$ cat config.mk
export PLATFORM = sky130hd
export DESIGN_NAME = ilc_top
export DESIGN_NICKNAME = d
export VERILOG_FILES = /design/src/design/ilc_pkg.sv /design/src/design/ilc_debounce.sv /design/src/design/ilc_top.sv
export SDC_FILE = /design/constraint.sdc
export NUM_CORES = 1
export LEC_CHECK = 0
export ABC_AREA = 1
export BUFFER_PORTS_ARGS = -buffer_cell sky130_fd_sc_hd__buf_2
export CORE_ASPECT_RATIO = 2
export CORE_MARGIN = 2
export CORE_UTILIZATION = 55
export DETAILED_ROUTE_END_ITERATION = 12
export HOLD_SLACK_MARGIN = 0.05
export PLACE_DENSITY = 0.73
export SYNTH_ARGS = -nofsm -noshare
export SYNTH_HDL_FRONTEND = slang
export SYNTH_SLANG_ARGS = --single-unit
export TNS_END_PERCENT = 5
$ cat constraint.sdc
create_clock -name clk_i -period 4.3 [get_ports clk_i]
set_input_delay 0.86 -clock clk_i [delete_from_list [all_inputs] [get_ports clk_i]]
set_output_delay 0.86 -clock clk_i [all_outputs]
set_load 0.1 [all_outputs]
$ cat src/design/ilc_pkg.sv
// package: register map, field layout and timing constants of the input line conditioner
package ilc_pkg;
    localparam int unsigned NUM_LINES       = 3;
    localparam int unsigned DEB_W           = 20;
    localparam logic [11:0] OFF_CHOICE      = 12'h000;
    localparam logic [11:0] OFF_DEBOUNCE    = 12'h004;
    localparam logic [11:0] OFF_POLARITY    = 12'h008;
    localparam logic [11:0] OFF_TERM        = 12'h00C;
    localparam logic [11:0] OFF_STATUS      = 12'h010;
    localparam int unsigned STAT_RAW_POS    = 0;
    localparam int unsigned STAT_CLEAN_POS  = 4;
    localparam int unsigned STAT_OUT_POS    = 8;
    localparam logic [1:0]  RST_CHOICE      = 2'h0;
    localparam logic [DEB_W-1:0] RST_DEBOUNCE = 20'h0_0000;
    localparam logic        RST_POLARITY    = 1'b0;
    localparam logic        RST_TERM        = 1'b0;
    localparam logic [DEB_W-1:0] MAX_DEBOUNCE = 20'hF_4240;
    localparam int unsigned CLK_MHZ         = 40;
    localparam int unsigned TICK_US         = 1;
    localparam int unsigned CYC_PER_US      = CLK_MHZ * TICK_US;
    localparam logic [5:0]  US_PRESCALE_MAX = 6'(CYC_PER_US - 1);
endpackage : ilc_pkg

$ cat src/design/ilc_debounce.sv
// module: one debounce filter with its own microsecond counter
module ilc_debounce (
    input  wire logic                       clk_i,
    input  wire logic                       rst_n_i,
    input  wire logic                       ce_i,
    input  wire logic                       us_tick_i,
    input  wire logic                       raw_i,
    input  wire logic [ilc_pkg::DEB_W-1:0]  time_us_i,
    output logic                            clean_o
);
    logic                      clean_r;
    logic                      last_r;
    logic [ilc_pkg::DEB_W-1:0] cnt_r;
    wire changed   = raw_i != last_r;
    wire differs   = raw_i != clean_r;
    // the free-running prescaler may tick right after a change, so one extra tick
    // guarantees the level held for at least the full programmed time
    wire reached   = (cnt_r > time_us_i);
    always_ff @(posedge clk_i) begin
        if (!rst_n_i) begin
            clean_r <= 1'b0;
            last_r  <= 1'b0;
            cnt_r   <= '0;
        end else if (ce_i) begin
            last_r <= raw_i;
            if (changed || !differs) begin
                cnt_r <= '0;
            end else if (reached) begin
                clean_r <= raw_i;
                cnt_r   <= '0;
            end else if (us_tick_i) begin
                cnt_r <= cnt_r + 1'b1;
            end
            // zero duration passes the level straight through
            if (time_us_i == '0) begin
                clean_r <= raw_i;
            end
        end
    end
    assign clean_o = clean_r;
endmodule : ilc_debounce

$ cat src/design/ilc_top.sv
// module: three input line conditioners behind an AHB-Lite register slave
module ilc_top (
    input  wire logic                            clk_i,
    input  wire logic                            rst_n_i,
    input  wire logic                            ce_i,
    input  wire logic                            hsel_i,
    input  wire logic [31:0]                     haddr_i,
    input  wire logic [1:0]                      htrans_i,
    input  wire logic                            hwrite_i,
    input  wire logic [2:0]                      hsize_i,
    input  wire logic [31:0]                     hwdata_i,
    input  wire logic                            hready_i,
    output logic [31:0]                          hrdata_o,
    output logic                                 hreadyout_o,
    output logic                                 hresp_o,
    input  wire logic [ilc_pkg::NUM_LINES-1:0]   line_raw_i,
    output logic [ilc_pkg::NUM_LINES-1:0]        line_out_o,
    output logic [ilc_pkg::NUM_LINES-1:0]        term_resistor_on_o
);
    localparam int unsigned N = ilc_pkg::NUM_LINES;

    logic [1:0]                input_choice_r;
    logic [ilc_pkg::DEB_W-1:0] debounce_time_us_r [N];
    logic [N-1:0]              polarity_flip_r;
    logic [N-1:0]              term_resistor_on_r;
    logic [N-1:0]              line_out_r;
    logic [N-1:0]              clean;
    logic [5:0]                pre_r;
    logic                      wr_pend_r;
    logic [11:0]               wr_addr_r;
    logic [31:0]               hrdata_r;

    // address phase decode; data phase completes in one cycle, no wait states
    wire        ap_valid   = hsel_i && hready_i && htrans_i[1];
    wire        ap_read    = ap_valid && !hwrite_i;
    wire [11:0] ap_addr    = {haddr_i[11:2], 2'b00};
    wire        sel_ok     = input_choice_r < 2'(N);
    wire        do_write   = wr_pend_r && sel_ok;
    wire        wr_choice  = wr_pend_r && (wr_addr_r == ilc_pkg::OFF_CHOICE);
    wire        wr_deb     = do_write && (wr_addr_r == ilc_pkg::OFF_DEBOUNCE);
    wire        wr_pol     = do_write && (wr_addr_r == ilc_pkg::OFF_POLARITY);
    wire        wr_term    = do_write && (wr_addr_r == ilc_pkg::OFF_TERM);
    wire [ilc_pkg::DEB_W-1:0] deb_in = (hwdata_i[ilc_pkg::DEB_W-1:0] > ilc_pkg::MAX_DEBOUNCE)
                                       ? ilc_pkg::MAX_DEBOUNCE : hwdata_i[ilc_pkg::DEB_W-1:0];
    wire        us_tick    = (pre_r == ilc_pkg::US_PRESCALE_MAX);
    wire [1:0]  idx        = sel_ok ? input_choice_r : 2'h0;

    logic [31:0] rd_mux;
    always_comb begin
        rd_mux = 32'h0000_0000;
        case (ap_addr)
            ilc_pkg::OFF_CHOICE:   rd_mux = {30'h0000_0000, input_choice_r};
            ilc_pkg::OFF_DEBOUNCE: rd_mux = sel_ok ? {12'h000, debounce_time_us_r[idx]} : 32'h0000_0000;
            ilc_pkg::OFF_POLARITY: rd_mux = {31'h0000_0000, sel_ok && polarity_flip_r[idx]};
            ilc_pkg::OFF_TERM:     rd_mux = {31'h0000_0000, sel_ok && term_resistor_on_r[idx]};
            ilc_pkg::OFF_STATUS: begin
                rd_mux[ilc_pkg::STAT_RAW_POS   +: N] = line_raw_i;
                rd_mux[ilc_pkg::STAT_CLEAN_POS +: N] = clean;
                rd_mux[ilc_pkg::STAT_OUT_POS   +: N] = line_out_r;
            end
            default:               rd_mux = 32'h0000_0000;
        endcase
    end

    always_ff @(posedge clk_i) begin
        if (!rst_n_i) begin
            wr_pend_r <= 1'b0;
            wr_addr_r <= 12'h000;
            hrdata_r  <= 32'h0000_0000;
            pre_r     <= 6'h00;
        end else if (ce_i) begin
            wr_pend_r <= ap_valid && hwrite_i;
            if (ap_valid) begin
                wr_addr_r <= ap_addr;
            end
            if (ap_read) begin
                hrdata_r <= rd_mux;
            end
            pre_r <= us_tick ? 6'h00 : pre_r + 6'h01;
        end
    end

    always_ff @(posedge clk_i) begin
        if (!rst_n_i) begin
            input_choice_r <= ilc_pkg::RST_CHOICE;
        end else if (ce_i && wr_choice) begin
            input_choice_r <= hwdata_i[1:0];
        end
    end

    // per-line settings: only the selected line's slot is written
    genvar g;
    generate
        for (g = 0; g < N; g++) begin : g_line
            wire hit = (input_choice_r == 2'(g));
            always_ff @(posedge clk_i) begin
                if (!rst_n_i) begin
                    debounce_time_us_r[g] <= ilc_pkg::RST_DEBOUNCE;
                    polarity_flip_r[g]    <= ilc_pkg::RST_POLARITY;
                    term_resistor_on_r[g] <= ilc_pkg::RST_TERM;
                    line_out_r[g]         <= 1'b0;
                end else if (ce_i) begin
                    if (wr_deb && hit) begin
                        debounce_time_us_r[g] <= deb_in;
                    end
                    if (wr_pol && hit) begin
                        polarity_flip_r[g] <= hwdata_i[0];
                    end
                    if (wr_term && hit) begin
                        term_resistor_on_r[g] <= hwdata_i[0];
                    end
                    line_out_r[g] <= clean[g] ^ polarity_flip_r[g];
                end
            end
            ilc_debounce u_deb (
                .clk_i     (clk_i),
                .rst_n_i   (rst_n_i),
                .ce_i      (ce_i),
                .us_tick_i (us_tick),
                .raw_i     (line_raw_i[g]),
                .time_us_i (debounce_time_us_r[g]),
                .clean_o   (clean[g])
            );
        end
    endgenerate

    assign hrdata_o           = hrdata_r;
    assign hreadyout_o        = 1'b1;
    assign hresp_o            = 1'b0;
    assign line_out_o         = line_out_r;
    assign term_resistor_on_o = term_resistor_on_r;
endmodule : ilc_top

# [Word-level counts from Yosys, hierarchy flattened]
# Memory sizes are Yosys's and may differ from the RTL's.
# Index checks and enable logic that the tools add are counted.
[word_totals] output_inout_bits=40 n_memories=1 word_cells=161 mem_bits_ro=0 input_bits=78 regBits=126 ramBits=60 latchBits=0
[mem_list] memory="debounce_time_us_r" words=3 word_bits=20 rd=4 rd_ports_with_merged_regs=0 write_ports=3 line_no="ilc_top.sv:23" text="logic [ilc_pkg::DEB_W-1:0] debounce_time_us_r [N];"
[classes] bitwise=6 n_mux=48 div_mod_pow=0 n_shift=0 mul=0 n_eq_ne=19 magnitude_cmp=6 n_reduce_logical=54 n_addsub=4
[op_table] op="$mux 20" n=14
[op_table] op="$add 20x1->20 const B" n=3
[op_table] op="$gt 20x20->1" n=3
[op_table] op="$logic_not 20->1" n=3
[op_table] op="$eq 10x2->1 const B" n=4
[op_table] op="$mux 1" n=26
[op_table] op="$logic_not 12->1" n=2
[op_table] op="$reduce_and 2->1" n=11
[op_table] op="$logic_and 1x1->1" n=21
[op_table] op="$eq 10x1->1 const B" n=2
[op_table] op="$gt 20x20->1 const B" n=1
[op_table] op="$pmux 3 s5" n=1
[op_table] op="$pmux 3 s2" n=2
[op_table] op="$eq 10x3->1 const B" n=1
[op_table] op="$mux 9" n=1
[op_table] op="$reduce_and 3->1" n=3
[op_table] op="$reduce_bool 3->1" n=3
[op_table] op="$add 6x1->6 const B" n=1
[op_table] op="$eq 6x6->1 const B" n=1
[op_table] op="$mux 6" n=1
[op_table] op="$ne 1x1->1" n=6
[op_table] op="$ne 2x2->1 const B" n=3
[op_table] op="$reduce_bool 2->1" n=3
[op_table] op="$bmux 1 s2" n=2
[op_table] op="10 further kinds" n=19

# [Depth between registers and ports, before layout]
# Gate-level depths: netlist (run 1).
[logic_depth] depth_word=9 depth_mapped=17 depth_no_buf=16

# [Cells and area by module]
# Synthesis (run 1) repeated with hierarchy kept, for this count alone.
[hier_totals] cells_unflattened=1693 hier_area_um2=11519.8
[by_module_without_submodules] module="ilc_debounce" area_per_inst_um2=2147.1 seq_area_each_um2=440.4 instances=3 cells_per_inst=356
[by_module_without_submodules] module="ilc_top" area_per_inst_um2=5078.6 seq_area_each_um2=2762.6 instances=1 cells_per_inst=625

# [Worst setup path before layout (run 1)]
# Ideal clock, no wire load.
[synth_path] kind="input -> register" from="input port rst_n_i" to="memory debounce_time_us_r[0][0] (netlist name), enable pin" setup_ns=0.394 path_slack_ns=1.878 path_buffers=3 stages=4 required_ns=3.906 arrival_time_ns=2.028 cell_sequence="clkbuf_1 clkbuf_1 buf_1 nand2_1"
[synth_lines] item="from (decl)" line_no="ilc_top.sv:4" text="input wire logic rst_n_i,"
[synth_lines] item="to (decl)" line_no="ilc_top.sv:23"

==> impl_results.html, run 1 <==
<table>
<tr><th>Metric</th><th>Value</th></tr>
<tr><th colspan="2">Detailed routing</th></tr>
<tr><td>Via Count</td><td>10000</td></tr>
<tr><td>Per-cell routed wire length</td><td>17.4 um</td></tr>
<tr><td>Remaining antenna violation count</td><td>0</td></tr>
<tr><td>Number of DRC markers after the initial detailed-route iteration</td><td>544</td></tr>
<tr><td>Pre-antenna DRT Iters</td><td>5</td></tr>
<tr><td>Number of remaining DRC errors</td><td>0</td></tr>
<tr><td>Final wirelength</td><td>31.2 mm</td></tr>
<tr><td>Vias per cell</td><td>5.60</td></tr>
<tr><th colspan="2">Clocking</th></tr>
<tr><td>Clock net sink count</td><td>174</td></tr>
<tr><td>Root Driver</td><td>sky130_fd_sc_hd__clkbuf_16</td></tr>
<tr><td>CTS tree</td><td>built</td></tr>
<tr><td>Clk buf depth</td><td>2</td></tr>
<tr><td>Total clock buffers created by CTS</td><td>17</td></tr>
<tr><td>Post_cts resized</td><td>0</td></tr>
<tr><td>Clk_lat worst skew</td><td>0.45 ns</td></tr>
<tr><td>Buffer count from post-CTS setup fixing</td><td>0</td></tr>
<tr><td>Level count of the clock H-tree</td><td>4</td></tr>
<tr><td>CTS clk-pin slew, worst paths</td><td>0.07 ns</td></tr>
<tr><td>Quantity of hold-fixing buffers added after cts</td><td>0</td></tr>
<tr><th colspan="2">STA</th></tr>
<tr><td>Min cycle time layout</td><td>2.67 ns</td></tr>
<tr><td>Aggregate negative setup slack</td><td>0 ns</td></tr>
<tr><td>Worst rel slew slack</td><td>0.299</td></tr>
<tr><td>Peak Freq</td><td>374 MHz</td></tr>
<tr><td>Worst hold slack after final layout</td><td>approximately 0.46 ns</td></tr>
<tr><td>Unrepaired setup endpoints after global routing</td><td>no</td></tr>
<tr><td>Final max-slew violation count</td><td>0</td></tr>
<tr><td>Share of the clock period used by the worst path</td><td>0.621</td></tr>
<tr><td>Final hold vios</td><td>0</td></tr>
<tr><td>Transition time at the pin with the least slew margin</td><td>between 1 and 1.5 ns</td></tr>
<tr><td>Final count of negative-setup-slack endpoints</td><td>0</td></tr>
<tr><td>Setup skew after layout</td><td>between 0.008 and 0.009 ns</td></tr>
<tr><th colspan="2">Floorplan</th></tr>
<tr><td>Placement row count</td><td>72</td></tr>
<tr><td>Total core area</td><td>0.0192 sq mm</td></tr>
<tr><td>Die outline area</td><td>~0.021 sq mm</td></tr>
<tr><td>Initial Utilization</td><td>0.554</td></tr>
<tr><td>I/O pin count</td><td>118</td></tr>
<tr><td>Chip height</td><td>approximately 200 um</td></tr>
<tr><td>Die Span X</td><td>102 um</td></tr>
<tr><th colspan="2">Critical path</th></tr>
<tr><td>Highest cell delay on the worst timing path</td><td>0.43 ns</td></tr>
<tr><td>Startpoint Class</td><td>flip-flop</td></tr>
<tr><td>Library cell contributing the largest single delay on the critical path</td><td>sky130_fd_sc_hd__edfxtp_1</td></tr>
<tr><td>Cell Chain, Critical Path</td><td>inv_1 &gt; ha_1 &gt; nand2_1 &gt; nor2_1 &gt; nand2_1 &gt; nor2_1 &gt; nand4_1 &gt; nand2_1 &gt; nand3_2 &gt; nand2_1 &gt; inv_1 &gt; nor2_1 &gt; nor2_1</td></tr>
<tr><td>Top fanout value on the critical path</td><td>11</td></tr>
<tr><td>Top Family by Delay on Critical Path</td><td>simple AND/OR/NAND/NOR gates</td></tr>
<tr><td>Arrival time reported for the critical path endpoint</td><td>3.01 ns</td></tr>
<tr><td>Critical path type</td><td>reg2reg</td></tr>
<tr><td>Critical path capture point type</td><td>flip-flop</td></tr>
<tr><td>CP Data Required Time</td><td>about 4.6 ns</td></tr>
<tr><td>CP bufs+invs</td><td>2</td></tr>
<tr><th colspan="2">Placement</th></tr>
<tr><td>Global placer's final weighted congestion</td><td>0.890</td></tr>
<tr><td>Instance area at placement</td><td>between 0.01 and 0.015 sq mm</td></tr>
<tr><td>Port bufs</td><td>65</td></tr>
<tr><td># placed instances</td><td>1764</td></tr>
<tr><td>HPWL Detailed</td><td>23.6 mm</td></tr>
<tr><th colspan="2">Min path</th></tr>
<tr><td>Type of the worst min-delay path</td><td>reg2reg</td></tr>
<tr><th colspan="2">Synth</th></tr>
<tr><td>Synth warn</td><td>0</td></tr>
<tr><td>Post-synthesis register bit count</td><td>174</td></tr>
<tr><td>Main area contributors after synthesis</td><td>sky130_fd_sc_hd__dfxtp_1 21%, sky130_fd_sc_hd__edfxtp_1 17%, sky130_fd_sc_hd__nand2_1 11%</td></tr>
<tr><td>Library cells used by synthesis</td><td>39</td></tr>
<tr><td>Synth Area per Inst</td><td>7.16 sq um</td></tr>
<tr><td>Syn Inst Count</td><td>1486</td></tr>
<tr><td>Synth Cell Area</td><td>0.0106 sq mm</td></tr>
<tr><td>Dominant cell type by area after synthesis</td><td>sky130_fd_sc_hd__dfxtp_1</td></tr>
<tr><td>Sequential cell area fraction in the yosys report</td><td>0.384</td></tr>
<tr><td>Share of the synthesized area in the top cell type</td><td>0.215</td></tr>
<tr><th colspan="2">GRT</th></tr>
<tr><td>Global routing met3 resource utilization</td><td>0.0554</td></tr>
<tr><td>GRT Util Overall</td><td>0.314</td></tr>
<tr><td>Pin count of the biggest net entering global routing</td><td>63</td></tr>
<tr><td>Peak-usage layer in the global routing report</td><td>met2</td></tr>
<tr><td>Vias in the first global route</td><td>9626</td></tr>
<tr><td>M1 GR Usage</td><td>0.310</td></tr>
<tr><td>Met2 Track Usage GR</td><td>0.582</td></tr>
<tr><td>Wire length of the first global-routing pass</td><td>48.9 mm</td></tr>
<tr><td>Total congestion overflow after global routing</td><td>0</td></tr>
<tr><td>Number of antenna violations at the first check in global routing</td><td>0</td></tr>
<tr><th colspan="2">Cells and area</th></tr>
<tr><td>Most common library cell in the layout ignoring fill and taps</td><td>sky130_fd_sc_hd__nand2_1</td></tr>
<tr><td>Number of non-filler instances in the completed layout</td><td>1796</td></tr>
<tr><td>NumNets Final</td><td>1666</td></tr>
<tr><td>Total inserted antenna cells</td><td>0</td></tr>
<tr><td>Area added between synthesis and finish</td><td>9.17%</td></tr>
<tr><td>Top library cells by usage in the layout, fill and taps aside</td><td>319 x sky130_fd_sc_hd__nand2_1, 208 x sky130_fd_sc_hd__inv_1, 207 x sky130_fd_sc_hd__nor2_1, 116 x sky130_fd_sc_hd__a21oi_1, 114 x sky130_fd_sc_hd__dfxtp_1</td></tr>
<tr><td>Post-Layout Inst Area</td><td>0.0116 sq mm</td></tr>
<tr><td>Layout cells sized above 1</td><td>0.0859</td></tr>
<tr><th colspan="2">Status</th></tr>
<tr><td>Result of the run</td><td>completed</td></tr>
<tr><th colspan="2">Pwr</th></tr>
<tr><td>Pwr/cell area</td><td>roughly 320 mW/mm^2</td></tr>
<tr><td>Worst supply voltage drop on vdd</td><td>0.000281 V</td></tr>
<tr><td>Static leakage power</td><td>5.05 nW</td></tr>
<tr><th colspan="2">Job</th></tr>
<tr><td>Max Cap Violations</td><td>0</td></tr>
</table>
## flip-flops by register name (all words and copies together), names as in the netlist
name / cells
debounce_time_us_r: 60
wr_pend_r: 1
wr_addr_r: 10
g_line.u_deb.cnt_r: 60
term_resistor_on_o: 3
hrdata_o: 20
g_line.u_deb.last_r: 3
g_line.u_deb.clean_o: 3
line_out_o: 3
pre_r: 6
input_choice_r: 2
polarity_flip_r: 3
## final timing paths
path                            cells past startpoint                       end  slack (ns)                 startpoint
worst max register to register                     13  g_line[0].u_deb.cnt_r[2]        1.63  debounce_time_us_r[0][19]
worst max-delay path                               13  g_line[0].u_deb.cnt_r[2]        1.63  debounce_time_us_r[0][19]
worst min-delay path                                2              hrdata_o[13]        0.46               hrdata_o[13]
worst min register to register                      2              hrdata_o[13]        0.46               hrdata_o[13]
## cell families (layout without fill, tap and decap cells)
family | Yosys count | after routing | synth area share
xor gates and xnor gates | 27 | 27 | 0.0222
adders and majority gates | 64 | 64 | 0.0753
other | 2 | 14 | 0.000706
buffers and inverters | 278 | 317 | 0.108
DFF | 174 | 174 | 0.384
and+or+nand+nor | 727 | 727 | 0.295
AOI/OAI and AO/OA | 214 | 214 | 0.114
## worst register-to-register path, cell delays in order (launching register included)
cell                       delay [ns]
sky130_fd_sc_hd__edfxtp_1        0.43
sky130_fd_sc_hd__inv_1           0.07
sky130_fd_sc_hd__ha_1            0.29
sky130_fd_sc_hd__nand2_1         0.07
sky130_fd_sc_hd__nor2_1          0.18
sky130_fd_sc_hd__nand2_1         0.10
sky130_fd_sc_hd__nor2_1          0.16
sky130_fd_sc_hd__nand4_1         0.14
sky130_fd_sc_hd__nand2_1         0.16
sky130_fd_sc_hd__nand3_2         0.13
sky130_fd_sc_hd__nand2_1         0.41
sky130_fd_sc_hd__inv_1           0.24
sky130_fd_sc_hd__nor2_1          0.15
sky130_fd_sc_hd__nor2_1          0.05
## layout make-up
type / count / area, sq um
fill: 1817 / 7580
clock inverter: 12 / 135
tap: 259 / 324
inverter: 213 / 800
multi-input combinational: 1046 / 5440
sequential: 174 / 4080
clock buffer: 20 / 447
timing repair buffer: 72 / 378
## per-layer routing
metal	share of wire	wire length [um]	up-vias
li1	-	-	4897
met1	0.34	10700	4691
met2	0.53	16600	344
met3	0.049	1540	117
met4	0.075	2330	0
met5	0	0	-
## synth_stat cells, drive strengths merged
| cell | number |
|---|---|
| o21bai | 3 |
| nor2 | 216 |
| o211ai | 31 |
| o21ai | 50 |
| or2 | 3 |
| ha | 64 |
| a21oi | 120 |
| clkbuf | 26 |
| xnor2 | 6 |
| a211oi | 5 |
| a21boi | 1 |
| xor2 | 21 |
| inv | 213 |
| nor4 | 16 |
| conb | 2 |
| nand3 | 92 |
| nand3b | 5 |
| nand4 | 35 |
| a31oi | 1 |
| nor3b | 5 |
| nor3 | 29 |
| a21o | 3 |
| dfxtp | 114 |
| nand2 | 326 |
| edfxtp | 60 |
| buf | 39 |
## report_power, final
part           switching (mW)  internal (mW)
clock                   0.684          0.877
sequential             0.0348           1.73
combinational           0.267         0.0829
## metrics by stage
stage                     setup WS, ns  utilization  power [mW]
after floorplan                   1.88            -        2.06
after global placement            1.44        0.575        2.14
after detailed placement          1.39        0.575        2.15
after CTS                         1.69        0.605        3.69
after global routing              1.36        0.605        3.78
final                             1.63        0.605        3.68
Power figures use the tool's default switching activity.
==> run 2: changes to the inputs <==
- ABC_AREA: 1 -> 0
- clock period: 4.3 -> 2.8 ns (I/O delays scaled with it)
==> impl_results.html, run 2 <==
<table>
<tr><th>Metric</th><th>Value</th></tr>
<tr><th colspan="2">Critical path</th></tr>
<tr><td>Highest cell delay on the worst timing path</td><td>0.48 ns</td></tr>
<tr><td>CP Data Required Time</td><td>3.15 ns</td></tr>
<tr><td>Worst Reg-to-Reg Cells</td><td>9</td></tr>
<tr><td>Startpoint Class</td><td>flip-flop</td></tr>
<tr><td>Critical path capture point type</td><td>flip-flop</td></tr>
<tr><td>Top fanout value on the critical path</td><td>10</td></tr>
<tr><td>FF-to-FF End</td><td>g_line[1].u_deb.cnt_r[17]</td></tr>
<tr><td>Arrival time reported for the critical path endpoint</td><td>3.11 ns</td></tr>
<tr><td>Slack of the worst reg-to-reg path</td><td>0.04 ns</td></tr>
<tr><td>Critical path type</td><td>reg2reg</td></tr>
<tr><td>Library cell contributing the largest single delay on the critical path</td><td>sky130_fd_sc_hd__edfxtp_1</td></tr>
<tr><td>R2R Path Start</td><td>debounce_time_us_r[1][9]</td></tr>
<tr><td>Cell Chain, Critical Path</td><td>inv_1 &gt; ha_1 &gt; nand4_1 &gt; nor4_4 &gt; o21ai_2 &gt; and3_4 &gt; a41o_4 &gt; or3_4 &gt; a2111oi_4</td></tr>
<tr><th colspan="2">STA</th></tr>
<tr><td>Setup skew after layout</td><td>0.0135 ns</td></tr>
<tr><td>Worst rel slew slack</td><td>0.562</td></tr>
<tr><td>Final max-slew violation count</td><td>0</td></tr>
<tr><td>Peak Freq</td><td>362 MHz</td></tr>
<tr><td>Unrepaired setup endpoints after global routing</td><td>yes</td></tr>
<tr><td>Transition time at the pin with the least slew margin</td><td>roughly 0.65 ns</td></tr>
<tr><td>Worst-case setup margin in the final layout</td><td>0.0353 ns</td></tr>
<tr><td>Aggregate negative setup slack</td><td>0 ns</td></tr>
<tr><td>Final count of negative-setup-slack endpoints</td><td>0</td></tr>
<tr><td>Share of the clock period used by the worst path</td><td>0.987</td></tr>
<tr><td>Final hold vios</td><td>0</td></tr>
<tr><td>Min cycle time layout</td><td>2.76 ns</td></tr>
<tr><th colspan="2">Synth</th></tr>
<tr><td>Library cells used by synthesis</td><td>82</td></tr>
<tr><td>Synth Area per Inst</td><td>8.61 sq um</td></tr>
<tr><td>Main area contributors after synthesis</td><td>sky130_fd_sc_hd__dfxtp_1 22%, sky130_fd_sc_hd__edfxtp_1 18%, sky130_fd_sc_hd__ha_1 7.9%</td></tr>
<tr><td>Most numerous cell types in the synthesized netlist</td><td>126 x sky130_fd_sc_hd__nand2_1, 114 x sky130_fd_sc_hd__dfxtp_1, 100 x sky130_fd_sc_hd__a21oi_1</td></tr>
<tr><td>Primary flip-flop cell chosen by synthesis mapping</td><td>sky130_fd_sc_hd__dfxtp_1</td></tr>
<tr><td>Sequential cell area fraction in the yosys report</td><td>0.402</td></tr>
<tr><td>Dominant cell type by area after synthesis</td><td>sky130_fd_sc_hd__dfxtp_1</td></tr>
<tr><td>Post-synth ARST share</td><td>0</td></tr>
<tr><td>Synth warn</td><td>0</td></tr>
<tr><td>Syn Inst Count</td><td>1179</td></tr>
<tr><td>Share of the synthesized area in the top cell type</td><td>0.225</td></tr>
<tr><td>Synth Cell Area</td><td>0.0102 sq mm</td></tr>
<tr><td>Number of enable-type register cells in the synthesized netlist</td><td>60</td></tr>
<tr><td>Most numerous cell in the Yosys netlist</td><td>sky130_fd_sc_hd__nand2_1</td></tr>
<tr><td>Post-synthesis register bit count</td><td>174</td></tr>
<tr><th colspan="2">Clocking</th></tr>
<tr><td>Clk buf depth</td><td>2</td></tr>
<tr><td>Clk_lat worst skew</td><td>around 0.44 ns</td></tr>
<tr><td>Clock net sink count</td><td>174</td></tr>
<tr><td>Level count of the clock H-tree</td><td>4</td></tr>
<tr><td>Total clock buffers created by CTS</td><td>17</td></tr>
<tr><td>Quantity of hold-fixing buffers added after cts</td><td>0</td></tr>
<tr><td>CTS tree</td><td>built</td></tr>
<tr><td>CTS clk-pin slew, worst paths</td><td>0.07 ns</td></tr>
<tr><td>Root Driver</td><td>sky130_fd_sc_hd__clkbuf_16</td></tr>
<tr><th colspan="2">Detailed routing</th></tr>
<tr><td>Number of DRC markers after the initial detailed-route iteration</td><td>534</td></tr>
<tr><td>Final wirelength</td><td>~31 mm</td></tr>
<tr><td>Vias per cell</td><td>6.15</td></tr>
<tr><td>Remaining antenna violation count</td><td>0</td></tr>
<tr><td>Via Count</td><td>9422</td></tr>
<tr><td>Pre-antenna DRT Iters</td><td>5</td></tr>
<tr><td>Number of remaining DRC errors</td><td>0</td></tr>
<tr><td>Per-cell routed wire length</td><td>20.0 um</td></tr>
<tr><th colspan="2">GRT</th></tr>
<tr><td>Vias in the first global route</td><td>between 9000 and 10000</td></tr>
<tr><td>Pin count of the biggest net entering global routing</td><td>63</td></tr>
<tr><td>GRT Util Overall</td><td>0.320</td></tr>
<tr><td>Total congestion overflow after global routing</td><td>0</td></tr>
<tr><td>Wire length of the first global-routing pass</td><td>roughly 48 mm</td></tr>
<tr><td>Number of antenna violations at the first check in global routing</td><td>0</td></tr>
<tr><th colspan="2">Min path</th></tr>
<tr><td>Origin of the worst min-delay path</td><td>haddr_i[6]</td></tr>
<tr><td>Number of cells on the worst hold path</td><td>3</td></tr>
<tr><td>Type of the worst min-delay path</td><td>in2reg</td></tr>
<tr><td>Endpoint of the worst hold path</td><td>wr_addr_r[6]</td></tr>
<tr><th colspan="2">Cells and area</th></tr>
<tr><td>Post-Layout Inst Area</td><td>0.0118 sq mm</td></tr>
<tr><td>Total inserted antenna cells</td><td>0</td></tr>
<tr><td>NumNets Final</td><td>1444</td></tr>
<tr><td>Layout cells sized above 1</td><td>0.164</td></tr>
<tr><td>Final core utilization</td><td>0.649</td></tr>
<tr><td>Most common library cell in the layout ignoring fill and taps</td><td>sky130_fd_sc_hd__nand2_1</td></tr>
<tr><td>Top library cells by usage in the layout, fill and taps aside</td><td>126 x sky130_fd_sc_hd__nand2_1, 113 x sky130_fd_sc_hd__dfxtp_1, 100 x sky130_fd_sc_hd__a21oi_1, 93 x sky130_fd_sc_hd__nor2_1, 89 x sky130_fd_sc_hd__buf_4</td></tr>
<tr><td>Area added between synthesis and finish</td><td>16.5%</td></tr>
<tr><th colspan="2">Floorplan</th></tr>
<tr><td>Placement row count</td><td>70</td></tr>
<tr><td>Chip height</td><td>196 um</td></tr>
<tr><td>Die outline area</td><td>between 0.015 and 0.02 sq mm</td></tr>
<tr><td>Die Span X</td><td>about 100 um</td></tr>
<tr><td>Total core area</td><td>0.0182 sq mm</td></tr>
<tr><td>I/O pin count</td><td>between 100 and 150</td></tr>
<tr><td>Initial Utilization</td><td>0.557</td></tr>
<tr><th colspan="2">Placement</th></tr>
<tr><td>Instance area at placement</td><td>between 0.01 and 0.015 sq mm</td></tr>
<tr><td>Dpl ws</td><td>-0.0577 ns</td></tr>
<tr><td>Port bufs</td><td>65</td></tr>
<tr><td>Global placer's final weighted congestion</td><td>0.977</td></tr>
<tr><td>HPWL Detailed</td><td>23.5 mm</td></tr>
<tr><th colspan="2">Pwr</th></tr>
<tr><td>Final Total Pwr</td><td>5.64 mW</td></tr>
<tr><td>Pwr/cell area</td><td>477 mW/mm^2</td></tr>
<tr><td>Static leakage power</td><td>4.66 nW</td></tr>
<tr><td>Worst supply voltage drop on vdd</td><td>0.000438 V</td></tr>
<tr><th colspan="2">Status</th></tr>
<tr><td>Result of the run</td><td>completed</td></tr>
<tr><th colspan="2">Job</th></tr>
<tr><td>Max Cap Violations</td><td>0</td></tr>
</table>
run 2: cell types whose count changed in the layout (fill, tap and decap cells not counted), moves of 21 or more:
cell | before | now
sky130_fd_sc_hd__buf_4 | 7 | 89
sky130_fd_sc_hd__mux2i_1 | 0 | 31
sky130_fd_sc_hd__nand3_1 | 90 | 53
sky130_fd_sc_hd__inv_1 | 208 | 74
sky130_fd_sc_hd__nor2_1 | 207 | 93
sky130_fd_sc_hd__nand2_1 | 319 | 126
sky130_fd_sc_hd__and2_1 | 0 | 49
sky130_fd_sc_hd__a211oi_1 | 5 | 26
run 2: cell families (layout without fill, tap and decap cells):
family,after synthesis,in the layout,synth area share
fa+ha+maj,64,64,0.0789
compound gates,262,262,0.165
other cells,2,14,0.000740
buf+inv,137,261,0.0571
flops,174,174,0.402
mux,33,33,0.0339
xor+xnor,12,12,0.0104
simple gates,495,495,0.252
run 2: metal layers:
metal	vias up	track usage	part of all wire
met3	117	0.0435	0.045
li1	4501	-	-
met1	4477	0.328	0.35
met5	-	0	0
met2	327	0.582	0.53
met4	0	0.225	0.076
run 2: worst max-delay path by stage:
stage                     slack [ns]                        end                       from  cells past startpoint
after global placement         -0.01  g_line[2].u_deb.cnt_r[19]  debounce_time_us_r[2][15]                      9
after global routing           -0.04  g_line[2].u_deb.cnt_r[10]  debounce_time_us_r[2][15]                     10
after detailed placement       -0.06  g_line[2].u_deb.cnt_r[16]  debounce_time_us_r[2][15]                      9
after CTS                      -0.09  g_line[1].u_deb.cnt_r[17]  debounce_time_us_r[1][15]                      9
after floorplan                 0.30  g_line[1].u_deb.cnt_r[17]  debounce_time_us_r[1][15]                      9
final                           0.04  g_line[1].u_deb.cnt_r[17]   debounce_time_us_r[1][9]                      9
run 2: through the flow:
stage,hold WS [ns],cells
after floorplan,0.436,1191
after global placement,0.439,1497
after detailed placement,0.446,1497
after CTS,0.359,1529
after global routing,0.366,1531
final,0.367,1531
run 2: timing repair:
item | 4_1_cts | 5_1_grt
endpoints found under the setup margin | 6 | 30
pin swaps | 0 | 4
setup buffers | 0 | 2
resized for setup | 1 | 8
run 2: area by class of cell:
type | instances | area [sq um]
fill | 1505 | 6390
multi-input combinational | 880 | 5590
sequential | 174 | 4090
timing repair buffer | 155 | 1010
clock buffer | 19 | 433
inverter | 74 | 278
tap | 216 | 270
clock inverter | 13 | 155
run 2: where the power goes:
group / switching [mW] / internal (mW)
clock network: 1.08 / 1.34
logic: 0.371 / 0.149
registers: 0.0467 / 2.65
total: 1.50 / 4.14
run 2: worst max-delay path, delay by kind of cell, from the launching register on:
kind | cells | cell delay [ns]
compound gates | 3 | 0.73
fa+ha+maj | 1 | 0.30
buf+inv | 1 | 0.07
simple gates | 4 | 1.08
flops | 1 | 0.48
